===== src/rtl/logic_cell_pkg.sv =====
// Purpose: constants shared by the logic cell and its storage elements
// Assumes: apb byte addresses, one 32-bit word per register
// Notes:   configuration words are static once software has written them
package logic_cell_pkg;

  // apb address map
  localparam int unsigned ADDR_W     = 8;
  localparam logic [7:0]  OFS_LUT_F  = 8'h00;
  localparam logic [7:0]  OFS_LUT_G  = 8'h04;
  localparam logic [7:0]  OFS_LUT_H  = 8'h08;
  localparam logic [7:0]  OFS_ROUTE  = 8'h0c;
  localparam logic [7:0]  OFS_STORE  = 8'h10;
  localparam logic [7:0]  OFS_STATUS = 8'h14;

  // lookup table widths
  localparam int unsigned LUT4_W = 16;
  localparam int unsigned LUT3_W = 8;

  // route register fields
  localparam int unsigned ROUTE_W        = 4;
  localparam int unsigned RT_HIN0_FROM_G = 0;
  localparam int unsigned RT_HIN2_FROM_F = 1;
  localparam int unsigned RT_X_FROM_H    = 2;
  localparam int unsigned RT_Y_FROM_H    = 3;

  // store register: one byte-wide field group per element
  localparam int unsigned STORE_W      = 16;
  localparam int unsigned ST_ELEM_W    = 8;
  localparam int unsigned ST_DSRC_LO   = 0;
  localparam int unsigned ST_CLK_INV   = 2;
  localparam int unsigned ST_LATCH     = 3;
  localparam int unsigned ST_CE_ALWAYS = 4;
  localparam int unsigned ST_SR_VAL    = 5;
  localparam int unsigned ST_SR_EN     = 6;

  // status register fields
  localparam int unsigned STATUS_W = 4;
  localparam int unsigned STS_X    = 0;
  localparam int unsigned STS_Y    = 1;
  localparam int unsigned STS_QA   = 2;
  localparam int unsigned STS_QB   = 3;

  // reset values
  localparam logic [15:0]       LUT4_RST  = 16'h0000;
  localparam logic [7:0]        LUT3_RST  = 8'h00;
  localparam logic [ROUTE_W-1:0] ROUTE_RST = 4'h0;
  localparam logic [STORE_W-1:0] STORE_RST = 16'h4040;

  // synchronised pin vector layout
  localparam int unsigned PIN_W   = 14;
  localparam int unsigned PIN_F_LO = 0;
  localparam int unsigned PIN_G_LO = 4;
  localparam int unsigned PIN_IN0 = 8;
  localparam int unsigned PIN_IN1 = 9;
  localparam int unsigned PIN_IN2 = 10;
  localparam int unsigned PIN_CE  = 11;
  localparam int unsigned PIN_CLK = 12;
  localparam int unsigned PIN_GLOB_SR = 13;

  // storage element data source
  typedef enum logic [1:0] {
    DSRC_DIRECT = 2'b00,
    DSRC_GEN    = 2'b01,
    DSRC_H      = 2'b10
  } dsrc_e;

endpackage : logic_cell_pkg


===== src/rtl/storage_if.sv =====
// Purpose: bundle between the cell and one storage element
// Assumes: all members are on mclk_i
// Notes:   cell drives data and configuration, element returns q
`timescale 1ns/1ps
`default_nettype none
interface storage_if;
  logic d;
  logic clk_lvl;
  logic clk_prev;
  logic ce;
  logic sr;
  logic global_sr;
  logic run;
  logic clk_inv;
  logic latch;
  logic ce_always;
  logic sr_val;
  logic sr_en;
  logic q;

  modport owner (
    output d, clk_lvl, clk_prev, ce, sr, global_sr, run,
    output clk_inv, latch, ce_always, sr_val, sr_en,
    input  q
  );
  modport elem (
    input  d, clk_lvl, clk_prev, ce, sr, global_sr, run,
    input  clk_inv, latch, ce_always, sr_val, sr_en,
    output q
  );
endinterface : storage_if
`default_nettype wire


===== src/rtl/logic_cell.sv =====
// Purpose: configurable logic cell with three lookup generators and two storage elements
// Assumes: cell pins come from another domain and are synchronised here
// Notes:   configuration lives in apb registers and is meant to stay static
//
// Function
// - two independent four-input lookup generators each make any function of their inputs.
// - a three-input generator takes two inputs selectable between a first-stage result and a pin.
// - output x carries f or h, output y carries g or h, as configured.
// - only two generator results leave the cell without a storage element, a third must go through storage.
// - the cell offers thirteen interconnect inputs and four outputs.
// - combining generators yields any five-input function or two four-input plus one three-input.
// - two d-type storage elements share one clock and one enable and can be used standalone.
// - the direct input can feed either element, the other may take a pin through the h generator.
// - each element may capture on the rising or falling cell clock edge by its own inversion.
// - the shared enable is active high, not invertible, and low enable holds the value.
// - each element may be set to ignore the shared enable and stay enabled.
// - in flip-flop mode the element loads data on the active edge and holds otherwise.
// - in latch mode the element follows data while the clock is low and holds while high.
// - power-up, global set/reset or local set/reset force the configured value over all else.
// - one bit per element picks set or reset for all three set/reset sources.
// - local set/reset is asynchronous, active high and not invertible in the cell.
`timescale 1ns/1ps
`default_nettype none
module logic_cell
  import logic_cell_pkg::*;
#(
  parameter int unsigned NUM_ELEM = 2
)
(
  input  wire logic              mclk_i,
  input  wire logic              rst_b_i,
  input  wire logic              en_i,
  // apb slave
  input  wire logic              psel_i,
  input  wire logic              penable_i,
  input  wire logic              pwrite_i,
  input  wire logic [ADDR_W-1:0] paddr_i,
  input  wire logic [31:0]       pwdata_i,
  output logic                   pready_o,
  output logic                   pslverr_o,
  output logic [31:0]            prdata_o,
  // interconnect side
  input  wire logic [3:0]        f_in_i,
  input  wire logic [3:0]        g_in_i,
  input  wire logic              combine_in_zero_i,
  input  wire logic              combine_in_one_i,
  input  wire logic              combine_in_two_i,
  input  wire logic              cell_clk_enable_i,
  input  wire logic              cell_clk_i,
  input  wire logic              global_set_reset_i,
  output logic                   comb_x_o,
  output logic                   comb_y_o,
  output logic                   reg_out_a_o,
  output logic                   reg_out_b_o
);

  // configuration and status state
  logic [LUT4_W-1:0]  lut_f;
  logic [LUT4_W-1:0]  lut_g;
  logic [LUT3_W-1:0]  lut_h;
  logic [ROUTE_W-1:0] route;
  logic [STORE_W-1:0] store;
  logic [PIN_W-1:0]   pin_meta;
  logic [PIN_W-1:0]   pin_sync;
  logic               clk_prev;
  logic               comb_x;
  logic               comb_y;
  logic               pready;
  logic               pslverr;
  logic [31:0]        prdata;

  // pin vector: thirteen cell inputs plus the global set/reset
  wire [PIN_W-1:0] pin_raw = {global_set_reset_i, cell_clk_i, cell_clk_enable_i,
                              combine_in_two_i, combine_in_one_i, combine_in_zero_i,
                              g_in_i, f_in_i};

  // two-stage synchroniser; only pin_sync is read by logic
  always_ff @(posedge mclk_i or negedge rst_b_i)
  begin
    if (!rst_b_i)
    begin
      pin_meta <= '0;
      pin_sync <= '0;
      clk_prev <= 1'b0;
    end
    else if (en_i)
    begin
      pin_meta <= pin_raw;
      pin_sync <= pin_meta;
      clk_prev <= pin_sync[PIN_CLK];
    end
  end

  // synchronised pin views
  wire [3:0] f_idx  = pin_sync[PIN_F_LO +: 4];
  wire [3:0] g_idx  = pin_sync[PIN_G_LO +: 4];
  wire       in0    = pin_sync[PIN_IN0];
  wire       in1    = pin_sync[PIN_IN1];
  wire       in2    = pin_sync[PIN_IN2];
  wire       ce_s   = pin_sync[PIN_CE];
  wire       clk_s  = pin_sync[PIN_CLK];
  wire       global_sr_s = pin_sync[PIN_GLOB_SR];

  // first-stage generators are plain table lookups, so delay is function-independent
  wire f_val = lut_f[f_idx];
  wire g_val = lut_g[g_idx];

  // h inputs: outer two may come from f/g, middle one is always a pin
  wire h_in0 = route[RT_HIN0_FROM_G] ? g_val : in0;
  wire h_in2 = route[RT_HIN2_FROM_F] ? f_val : in2;
  // with both selects set, h of f, g and in1 covers any five-input function
  wire [2:0] h_idx = {h_in2, in1, h_in0};
  wire h_val = lut_h[h_idx];

  // combinational outputs; registered only to keep ports flop-driven
  wire next_comb_x = route[RT_X_FROM_H] ? h_val : f_val;
  wire next_comb_y = route[RT_Y_FROM_H] ? h_val : g_val;

  // only x and y carry raw generator results; a third result needs an element
  always_ff @(posedge mclk_i or negedge rst_b_i)
  begin
    if (!rst_b_i)
    begin
      comb_x <= 1'b0;
      comb_y <= 1'b0;
    end
    else if (en_i)
    begin
      comb_x <= next_comb_x;
      comb_y <= next_comb_y;
    end
  end

  // storage elements: element 0 may take f, element 1 may take g
  wire [NUM_ELEM-1:0] gen_val = {g_val, f_val};
  wire [NUM_ELEM-1:0] elem_q;

  storage_if st_if [NUM_ELEM] ();

  for (genvar i = 0; i < NUM_ELEM; i++)
  begin : g_elem
    localparam int unsigned BASE = i * ST_ELEM_W;
    wire [1:0] dsrc = store[BASE + ST_DSRC_LO +: 2];
    // direct input serves both elements; h carries in1 to either
    wire d_sel = (dsrc == DSRC_GEN) ? gen_val[i] :
                 (dsrc == DSRC_H)   ? h_val      : in2;

    // shared clock and enable, per-element polarity and options
    assign st_if[i].d         = d_sel;
    assign st_if[i].clk_lvl   = clk_s;
    assign st_if[i].clk_prev  = clk_prev;
    assign st_if[i].ce        = ce_s;
    assign st_if[i].sr        = in0;
    assign st_if[i].global_sr = global_sr_s;
    assign st_if[i].run       = en_i;
    assign st_if[i].clk_inv   = store[BASE + ST_CLK_INV];
    assign st_if[i].latch     = store[BASE + ST_LATCH];
    assign st_if[i].ce_always = store[BASE + ST_CE_ALWAYS];
    assign st_if[i].sr_val    = store[BASE + ST_SR_VAL];
    assign st_if[i].sr_en     = store[BASE + ST_SR_EN];
    assign elem_q[i]          = st_if[i].q;

    storage_element u_elem (
      .mclk_i  (mclk_i),
      .rst_b_i (rst_b_i),
      .port    (st_if[i])
    );
  end

  // apb decode
  wire setup_ph = psel_i & ~penable_i;
  wire access   = psel_i & penable_i & pready;
  wire wr_go    = access & pwrite_i;
  wire hit_f    = (paddr_i == OFS_LUT_F);
  wire hit_g    = (paddr_i == OFS_LUT_G);
  wire hit_h    = (paddr_i == OFS_LUT_H);
  wire hit_rt   = (paddr_i == OFS_ROUTE);
  wire hit_st   = (paddr_i == OFS_STORE);
  wire hit_sts  = (paddr_i == OFS_STATUS);
  wire mapped   = hit_f | hit_g | hit_h | hit_rt | hit_st | hit_sts;

  // status shows the live outputs of the cell
  wire [STATUS_W-1:0] status = {elem_q[1], elem_q[0], comb_y, comb_x};

  // read mux; unused upper bits read as zero
  wire [31:0] rd_mux =
    hit_f   ? {{(32-LUT4_W){1'b0}}, lut_f}    :
    hit_g   ? {{(32-LUT4_W){1'b0}}, lut_g}    :
    hit_h   ? {{(32-LUT3_W){1'b0}}, lut_h}    :
    hit_rt  ? {{(32-ROUTE_W){1'b0}}, route}   :
    hit_st  ? {{(32-STORE_W){1'b0}}, store}   :
    hit_sts ? {{(32-STATUS_W){1'b0}}, status} : 32'h0000_0000;

  // bus handshake: ready rises in the first access cycle, no wait states
  always_ff @(posedge mclk_i or negedge rst_b_i)
  begin
    if (!rst_b_i)
    begin
      pready  <= 1'b0;
      pslverr <= 1'b0;
      prdata  <= 32'h0000_0000;
    end
    else if (en_i)
    begin
      pready  <= setup_ph;
      pslverr <= setup_ph & ~mapped;
      if (setup_ph & ~pwrite_i)
        prdata <= rd_mux;
    end
  end

  // configuration registers; status is read-only and ignores writes
  always_ff @(posedge mclk_i or negedge rst_b_i)
  begin
    if (!rst_b_i)
    begin
      lut_f <= LUT4_RST;
      lut_g <= LUT4_RST;
      lut_h <= LUT3_RST;
      route <= ROUTE_RST;
      store <= STORE_RST;
    end
    else if (en_i && wr_go)
    begin
      if (hit_f)
        lut_f <= pwdata_i[LUT4_W-1:0];
      if (hit_g)
        lut_g <= pwdata_i[LUT4_W-1:0];
      if (hit_h)
        lut_h <= pwdata_i[LUT3_W-1:0];
      if (hit_rt)
        route <= pwdata_i[ROUTE_W-1:0];
      if (hit_st)
        store <= pwdata_i[STORE_W-1:0];
    end
  end

  // ports straight from flops
  assign pready_o    = pready;
  assign pslverr_o   = pslverr;
  assign prdata_o    = prdata;
  assign comb_x_o    = comb_x;
  assign comb_y_o    = comb_y;
  assign reg_out_a_o = elem_q[0];
  assign reg_out_b_o = elem_q[1];

  comb_x_f_a : assert property (@(posedge mclk_i) disable iff (!rst_b_i)
    en_i && !route[RT_X_FROM_H] |=> comb_x == $past(lut_f[f_idx]))
    else $error("x output does not carry f");

  comb_y_h_a : assert property (@(posedge mclk_i) disable iff (!rst_b_i)
    en_i && route[RT_Y_FROM_H] |=> comb_y == $past(lut_h[h_idx]))
    else $error("y output does not carry h");

  five_input_a : assert property (@(posedge mclk_i) disable iff (!rst_b_i)
    en_i && route[RT_X_FROM_H] && route[RT_HIN0_FROM_G] && route[RT_HIN2_FROM_F]
    |=> comb_x == $past(lut_h[{lut_f[f_idx], in1, lut_g[g_idx]}]))
    else $error("h does not combine f and g");

  lut_write_a : assert property (@(posedge mclk_i) disable iff (!rst_b_i)
    en_i && wr_go && hit_f |=> lut_f == $past(pwdata_i[LUT4_W-1:0]))
    else $error("f table write lost");

  apb_ready_a : assert property (@(posedge mclk_i) disable iff (!rst_b_i)
    en_i && setup_ph ##1 en_i |-> pready ##1 !pready)
    else $error("ready not a single access cycle");

  global_force_a : assert property (@(posedge mclk_i) disable iff (!rst_b_i)
    en_i && global_sr_s |=> elem_q[0] == $past(store[ST_SR_VAL]))
    else $error("global set/reset did not force element 0");

  bad_addr_a : assert property (@(posedge mclk_i) disable iff (!rst_b_i)
    en_i && setup_ph && !mapped |=> pslverr)
    else $error("unmapped address not flagged");

endmodule : logic_cell
`default_nettype wire


===== src/rtl/storage_element.sv =====
// Purpose: one flip-flop or latch of the logic cell
// Assumes: cell clock arrives as a synchronised level plus its previous sample
// Notes:   edges and transparency are resolved at mclk resolution
`timescale 1ns/1ps
`default_nettype none
module storage_element
  import logic_cell_pkg::*;
(
  input  wire logic mclk_i,
  input  wire logic rst_b_i,
  storage_if.elem   port
);

  logic init_pending;
  logic q;

  // per-element clock inversion on the shared cell clock
  wire k_now  = port.clk_lvl ^ port.clk_inv;
  wire k_prev = port.clk_prev ^ port.clk_inv;
  wire k_rise = k_now & ~k_prev;
  wire ce_eff = port.ce_always | port.ce;
  // one polarity bit serves power-up, global and local set/reset alike
  wire force_sr = init_pending | port.global_sr | (port.sr_en & port.sr);
  wire load_ff  = ~port.latch & k_rise & ce_eff;
  wire load_lat = port.latch & ~k_now & ce_eff;

  // async reset takes a constant; the configured value lands on the first edge
  always_ff @(posedge mclk_i or negedge rst_b_i)
  begin
    if (!rst_b_i)
    begin
      init_pending <= 1'b1;
      q            <= 1'b0;
    end
    else if (port.run)
    begin
      init_pending <= 1'b0;
      if (force_sr)
        q <= port.sr_val;
      else if (load_ff | load_lat)
        q <= port.d;
    end
  end

  assign port.q = q;

  sr_force_a : assert property (@(posedge mclk_i) disable iff (!rst_b_i)
    port.run && port.sr_en && port.sr |=> q == $past(port.sr_val))
    else $error("set/reset did not force the element");

  ff_load_a : assert property (@(posedge mclk_i) disable iff (!rst_b_i)
    port.run && !force_sr && !port.latch && k_rise && ce_eff
    |=> q == $past(port.d))
    else $error("flip-flop missed its active edge");

  ff_hold_a : assert property (@(posedge mclk_i) disable iff (!rst_b_i)
    port.run && !force_sr && !port.latch && !k_rise |=> $stable(q))
    else $error("flip-flop changed without an edge");

  ce_hold_a : assert property (@(posedge mclk_i) disable iff (!rst_b_i)
    port.run && !force_sr && !port.ce && !port.ce_always |=> $stable(q))
    else $error("element changed with enable low");

  ce_always_a : assert property (@(posedge mclk_i) disable iff (!rst_b_i)
    port.run && !force_sr && port.latch && !k_now && port.ce_always
    |=> q == $past(port.d))
    else $error("forced enable did not take effect");

  latch_hold_a : assert property (@(posedge mclk_i) disable iff (!rst_b_i)
    port.run && !force_sr && port.latch && k_now |=> $stable(q))
    else $error("latch changed while closed");

endmodule : storage_element
`default_nettype wire


===== config.mk =====
export PLATFORM = sky130hd
export DESIGN_NAME = logic_cell
export DESIGN_NICKNAME = d
export VERILOG_FILES = /design/src/rtl/logic_cell_pkg.sv /design/src/rtl/storage_if.sv /design/src/rtl/logic_cell.sv /design/src/rtl/storage_element.sv
export SDC_FILE = /design/constraint.sdc
export NUM_CORES = 1
export LEC_CHECK = 0
export BUFFER_PORTS_ARGS = -buffer_cell sky130_fd_sc_hd__buf_2
export CORE_MARGIN = 10
export CORE_UTILIZATION = 35
export CTS_BUF_LIST = sky130_fd_sc_hd__clkbuf_4 sky130_fd_sc_hd__clkbuf_8 sky130_fd_sc_hd__clkbuf_16
export CTS_CLUSTER_DIAMETER = 150
export CTS_CLUSTER_SIZE = 30
export DETAILED_ROUTE_END_ITERATION = 7
export SYNTH_ARGS = -nofsm -noshare
export SYNTH_HDL_FRONTEND = slang
export SYNTH_SLANG_ARGS = --single-unit

===== constraint.sdc =====
create_clock -name mclk_i -period 4.45 [get_ports mclk_i]
set_clock_uncertainty 0.1 [all_clocks]
set_input_delay 0 -clock mclk_i [delete_from_list [all_inputs] [get_ports mclk_i]]
set_output_delay 0 -clock mclk_i [all_outputs]
set_load 0.1 [all_outputs]

Word-level counts from Yosys, hierarchy flattened --
Index checks and enable logic that the tools add are counted.
Operators by class: magnitude comparators 3, equality and inequality tests 9, multiplexer cells 24, bitwise gates (word level) 43, reduce and logical (&&, ||, !) cells 12
Operator list (count):
- 16-bit two-way mux | 5
- 1-bit bitwise AND | 18
- 8-bit by 4-bit == test with 1-bit output (second input constant) | 2
- 8-bit by 5-bit == test with 1-bit output (second input constant) | 2
- 2-bit AND reduction | 8
- 1-bit two-way mux | 15
- 1-bit bitwise OR | 12
- 4-bit by 5-bit < comparator with 1-bit output (second input constant) | 2
- 1-bit inverter | 9
- 1-bit binary-select mux with 4-bit select | 2
- 8-bit by 3-bit == test with 1-bit output (second input constant) | 1
- 8-bit zero test | 1
- 2-bit by 1-bit == test with 1-bit output (second input constant) | 2
- 2-bit == test (second input constant) | 2
- 3-bit by 4-bit < comparator with 1-bit output (second input constant) | 1
- 4-bit two-way mux | 1
- 2-bit nonzero test | 2
- 1-bit XOR | 4
- 1-bit binary-select mux with 3-bit select | 1
- 1-bit logical AND | 1
Word-level totals: bits in registers 128, input bits 60, output and inout port bits 38, logic and storage cells 107

Depth between registers and ports, before layout --
depth in word-level cells 9, depth in mapped cells 9, depth with buffers taken out 6

Hierarchy --
From an unflattened synthesis, not the netlist that was laid out.
Unflattened totals: cells, all modules 436, area total of the unflattened synthesis 5534.1 um^2
By module, submodules not included:
- logic_cell | instances 1, cells an instance 406, area an instance 5231.3 um^2, seq. area each 2730.1 um^2
- storage_element | instances 2, cells an instance 15, area an instance 151.4 um^2, seq. area each 51.3 um^2

Worst setup path before layout --
No wires, ideal clock.
path type register -> register, from register pready (netlist: pready_o), to register store[10], setup time 125 ps, arrival 2181 ps, data required time 4225 ps, slack 2045 ps, cell stages (with the launch flop) 6, buffers on the path 1, clock period less this slack 2405 ps, path through dfrtp_1 -> nand2_1 -> nor3_1 -> nand3_1 -> clkbuf_1 -> mux2_2
On the way: cells in the longest elaborated chain, start to end 4
Ends and longest elaborated chain:
- start, declared | RTL line logic_cell.sv:68 | logic pready;
- start signal, assigned | RTL line logic_cell.sv:205 | pready <= setup_ph;
- 1-bit bitwise AND | RTL line logic_cell.sv:172 | wire access = psel_i & penable_i & pready;
- 1-bit bitwise AND | RTL line logic_cell.sv:173 | wire wr_go = access & pwrite_i;
- 1-bit logical AND | RTL line logic_cell.sv:223 | else if (en_i && wr_go)
- 2-bit AND reduction (no source line)
- end signal, assigned | RTL line logic_cell.sv:234 | store <= pwdata_i[STORE_W-1:0];
- end, declared | RTL line logic_cell.sv:62 | logic [STORE_W-1:0] store;
Every way passes these cells. A chain may end at the register's enable or synchronous reset.

Worst setup path after layout --
from register pin_sync[6], to register g_elem[1].u_elem.q
On the way: cells in the longest elaborated chain, start to end 9
Ends and longest elaborated chain:
- start, declared | RTL line logic_cell.sv:64 | logic [PIN_W-1:0] pin_sync;
- start signal, assigned | RTL line logic_cell.sv:89 | pin_sync <= pin_meta;
- 1-bit binary-select mux with 4-bit select (*) | RTL line logic_cell.sv:106 | wire g_val = lut_g[g_idx];
- 1-bit two-way mux (not written as such) (*) | RTL line logic_cell.sv:106
- 1-bit two-way mux | RTL line logic_cell.sv:109 | wire h_in0 = route[RT_HIN0_FROM_G] ? g_val : in0;
- 1-bit binary-select mux with 3-bit select | RTL line logic_cell.sv:113 | wire h_val = lut_h[h_idx];
- 1-bit two-way mux (not written as such) | RTL line logic_cell.sv:113
- 1-bit two-way mux | RTL line logic_cell.sv:146 | (dsrc == DSRC_H) ? h_val : in2;
- 1-bit two-way mux (*) | RTL line logic_cell.sv:145 | wire d_sel = (dsrc == DSRC_GEN) ? gen_val[i] :
- 1-bit two-way mux (*) | RTL line storage_element.sv:40 | else if (load_ff | load_lat)
- 1-bit two-way mux (*) | RTL line storage_element.sv:38 | if (force_sr)
- end signal, assigned | RTL line storage_element.sv:39 | q <= port.sr_val;
- end signal, assigned | RTL line storage_element.sv:41 | q <= port.d;
- end, declared | RTL line storage_element.sv:15 | logic q;
Mark *: on every way between the ends. The rest lies on a longest branch, timed or not. The select of a mux whose other input is x is not followed.

==> flow_metrics.py <==
metrics = {
    "detailed_routing": {
        "remaining_drc_errors": 0,
        "drtAntennaViolNets": 0,
        "dr.first_iter.drc_count": 212,
        "via_per_inst": 5.068,
        "vias": 3740,
        "dr.pass1.iters": 4,
        "wl_per_cell_um": 18.49,
        "drt_wl_total_mm": 13.64,
    },
    "floorplanning": {
        "initial_utilization": 0.3596,
        "rows": 45,
        "die_x_um": 145.4,
        "pin_count": 98,
        "die_area_um2": 21150,
        "dieHeight_um": 145.4,
        "core_um2": 15310,
    },
    "clock_network": {
        "cts_buffers": 9,
        "cts_tree": "yes",
        "h-tree-depth": 3,
        "cts.repair.resized": 0,
        "cts_root_buf": "clkbuf_16",
        "path_clk_slew_ns": 0.07,
        "cts_setup_buffers": 0,
        "clk_path_buf_depth": 2,
        "clock_latency_ns": 0.35,
        "ctsHoldBuffers": 33,
        "clock-sinks": 112,
    },
    "critical_path": {
        "startpoint_type": "register",
        "critPathTopFamily": "multiplexers",
        "critPathSlowestCell": "mux4_2",
        "r2r-start": "pin_sync[6]$_DFFE_PN0P_",
        "required_ns": 4.60,
        "path_buf_inv": 0,
        "critical_path.most_common_cell": "mux2i_1",
        "worstSetupEndpointType": "register",
        "crit_fanout": 5,
        "r2r-end": "g_elem[1].u_elem.port.q$_DFFE_PN0P_",
        "cp.arrival_ns": 2.72,
        "endpoint": "g_elem[1].u_elem.port.q$_DFFE_PN0P_",
        "crit_chain": "mux4_2 > mux2i_1 > o221ai_1 > mux2i_1 > nor4b_1 > o31ai_1",
        "crit_type": "reg2reg",
        "path_depth": 6,
        "rr_worst_depth": 6,
        "critPathLaunch": "pin_sync[6]$_DFFE_PN0P_",
        "r2r_setup_slack_ns": 1.88,
        "cp_slowest_stage_delay_ns": 0.54,
    },
    "power": {
        "power_leakage_uw": 0.003139,
        "vdd_drop_max_uv": 253.3,
        "p_per_area_nw_per_um2": 338.9,
    },
    "global_route": {
        "first_global_vias": 3852,
        "overflow": 0,
        "grt_pass1_wl_mm": 22.02,
        "grt_antenna_before_repair": 0,
        "grt_usage": 0.1303,
        "grt_max_degree": 72,
    },
    "yosys": {
        "ys_types": 46,
        "synth_area_per_cell_um2": 12.66,
        "ys_async_sr_fraction": 1.000,
        "synth_edf_count": 0,
        "synth_seq_area_share": 0.5097,
        "ys_seq_elements": 112,
        "synth_cells": 435,
        "yosys_warnings": 0,
        "synth_ff_type": "dfrtp_1",
        "synthesis.area_um2": 5507,
    },
    "finish": {
        "drive_gt1_frac": 0.3681,
        "area_growth_syn_to_layout_pct": 19.79,
        "antenna-diode-count": 0,
        "nets": 582,
        "nFillCells": 1459,
    },
    "job": {
        "maxCapViolCount": 0,
    },
    "place": {
        "port-buffer-count": 65,
        "place.gp.congestion": 0.8415,
        "hpwl_mm": 10.22,
    },
    "sta": {
        "setup_viol": 0,
        "min_period_ns": 2.567,
        "fin_tns_setup_ns": 0,
        "drv_slew": 0,
        "fin_crit_sh": 0.5768,
        "hold_slack_ns": 0.06658,
        "slew_headroom": 0.2938,
        "fmax_mhz": 389.6,
        "rsz0062_at_grt": "no",
        "tightestPinTransition_ns": 1.056,
        "hold_viol_final": 0,
    },
    "status": {
        "status": "completed",
    },
    "min_path": {
        "min_path_type": "in2reg",
    },
}
Yosys cell counts, types with 2 or more instances:
| master | number | share of area |
|---|---|---|
| dfrtp_1 | 109 | 0.50 |
| mux2_2 | 86 | 0.18 |
| a32oi_1 | 2 | 0.0032 |
| a211oi_1 | 2 | 0.0027 |
| buf_1 | 8 | 0.0055 |
| mux4_2 | 8 | 0.033 |
| o2111ai_1 | 2 | 0.0032 |
| a31oi_1 | 2 | 0.0023 |
| o21ai_0 | 15 | 0.014 |
| mux2_4 | 10 | 0.027 |
| dfstp_2 | 3 | 0.014 |
| nand3_1 | 4 | 0.0036 |
| nor3b_1 | 5 | 0.0068 |
| nor2_1 | 12 | 0.0082 |
| buf_4 | 16 | 0.022 |
| mux2i_1 | 30 | 0.055 |
| o22ai_1 | 4 | 0.0045 |
| nor4b_1 | 4 | 0.0064 |
| a41oi_1 | 2 | 0.0032 |
| buf_6 | 3 | 0.0061 |
| nand2_1 | 30 | 0.020 |
| inv_1 | 3 | 0.0020 |
| a211o_1 | 2 | 0.0032 |
| nand2b_1 | 4 | 0.0045 |
| nand4_1 | 2 | 0.0023 |
| nor2b_1 | 6 | 0.0068 |
| buf_2 | 2 | 0.0018 |
| a21oi_1 | 14 | 0.013 |
| a22oi_1 | 4 | 0.0055 |
| nor3_1 | 6 | 0.0055 |
| clkbuf_1 | 10 | 0.0068 |
| o31ai_1 | 11 | 0.015 |
worst min-delay path: stages:
cell and delay, ns:
buf_2 0.11, nor3_1 0.08, o32ai_1 0.28
metal layers:
metal,vias up,GRT usage,wire (um)
li1,1737,-,-
met2,120,0.1931,6040
met3,11,0.04098,964
met4,0,0.03387,147
met5,-,0,0
met1,1872,0.1796,6491
report_power, final:
part / switching [uW] / internal [uW]
sequential: 46.9 / 1060
combinational: 174 / 102
clock: 357 / 500
total: 578 / 1660
worst min path at each step:
stage | startpoint | end | cells after the start
3_3_place_gp | rst_b_i | pin_meta[12]$_DFFE_PN0P_ | 1
2_1_floorplan | rst_b_i | clk_prev$_DFFE_PN0P_ | 0
5_1_grt | paddr_i[5] | pslverr_o$_DFFE_PN0P_ | 3
6_report | paddr_i[5] | pslverr_o$_DFFE_PN0P_ | 3
4_1_cts | paddr_i[5] | pslverr_o$_DFFE_PN0P_ | 3
3_5_place_dp | rst_b_i | pin_meta[12]$_DFFE_PN0P_ | 1
placed cells by master (no fill, tap or decap), types with 2 or more instances in the layout:
| cell type | n |
|---|---|
| a211o_1 | 2 |
| a211oi_1 | 2 |
| a21oi_1 | 14 |
| a22oi_1 | 4 |
| a31oi_1 | 2 |
| a32oi_1 | 2 |
| a41oi_1 | 2 |
| buf_2 | 64 |
| buf_4 | 3 |
| clkbuf_16 | 9 |
| clkbuf_8 | 4 |
| clkinv_4 | 2 |
| conb_1 | 16 |
| dfrtp_1 | 109 |
| dfstp_2 | 3 |
| dlygate4sd3_1 | 33 |
| inv_1 | 3 |
| mux2_2 | 86 |
| mux2_4 | 10 |
| mux2i_1 | 30 |
| mux4_2 | 8 |
| nand2_1 | 30 |
| nand2b_1 | 4 |
| nand3_1 | 4 |
| nand4_1 | 2 |
| nor2_1 | 12 |
| nor2b_1 | 6 |
| nor3_1 | 6 |
| nor3b_1 | 5 |
| nor4b_1 | 4 |
| o2111ai_1 | 2 |
| o21ai_0 | 15 |
| o22ai_1 | 4 |
| o31ai_1 | 11 |
through the flow:
stage                       util  setup slack (ns)  total power [uW]  instance area, um2  cells
after floorplan                -             2.045              1306                5563    450
after global placement    0.3877             1.809              1369                5938    689
after detailed placement  0.3877             1.845              1377                5938    689
after CTS                 0.4307             1.869              2265                6596    738
after global routing      0.4307             1.771              2337                6596    738
final                     0.4307             1.883              2235                6596    738
final cells by class:
cell class | instances | area (um2) | share of cell area
sequential | 112 | 2806 | 0.4255
multi-input combinational | 296 | 2514 | 0.3811
timing repair buffer | 100 | 673.1 | 0.1020
clock buffer | 13 | 280.3 | 0.04249
tap | 211 | 264.0 | 0.04002
clock inverter | 3 | 47.55 | 0.007208
inverter | 3 | 11.26 | 0.001707
flip-flops by register name, summed over array words and instances, names as in the netlist, 2 cells and up:
signal,flops
g_elem.u_elem.port.q,2
lut_h,8
prdata_o,16
store,16
pin_meta,14
lut_g,16
lut_f,16
pin_sync,14
route,4
logic make-up after synthesis:
kind of cell | share of synthesized area
buf+inv | 0.04408
simple gates | 0.08021
compound gates | 0.07499
mux | 0.2904
flops | 0.5097
other cells | 0.0006810
Note: power is estimated with default switching activity, not from simulation.
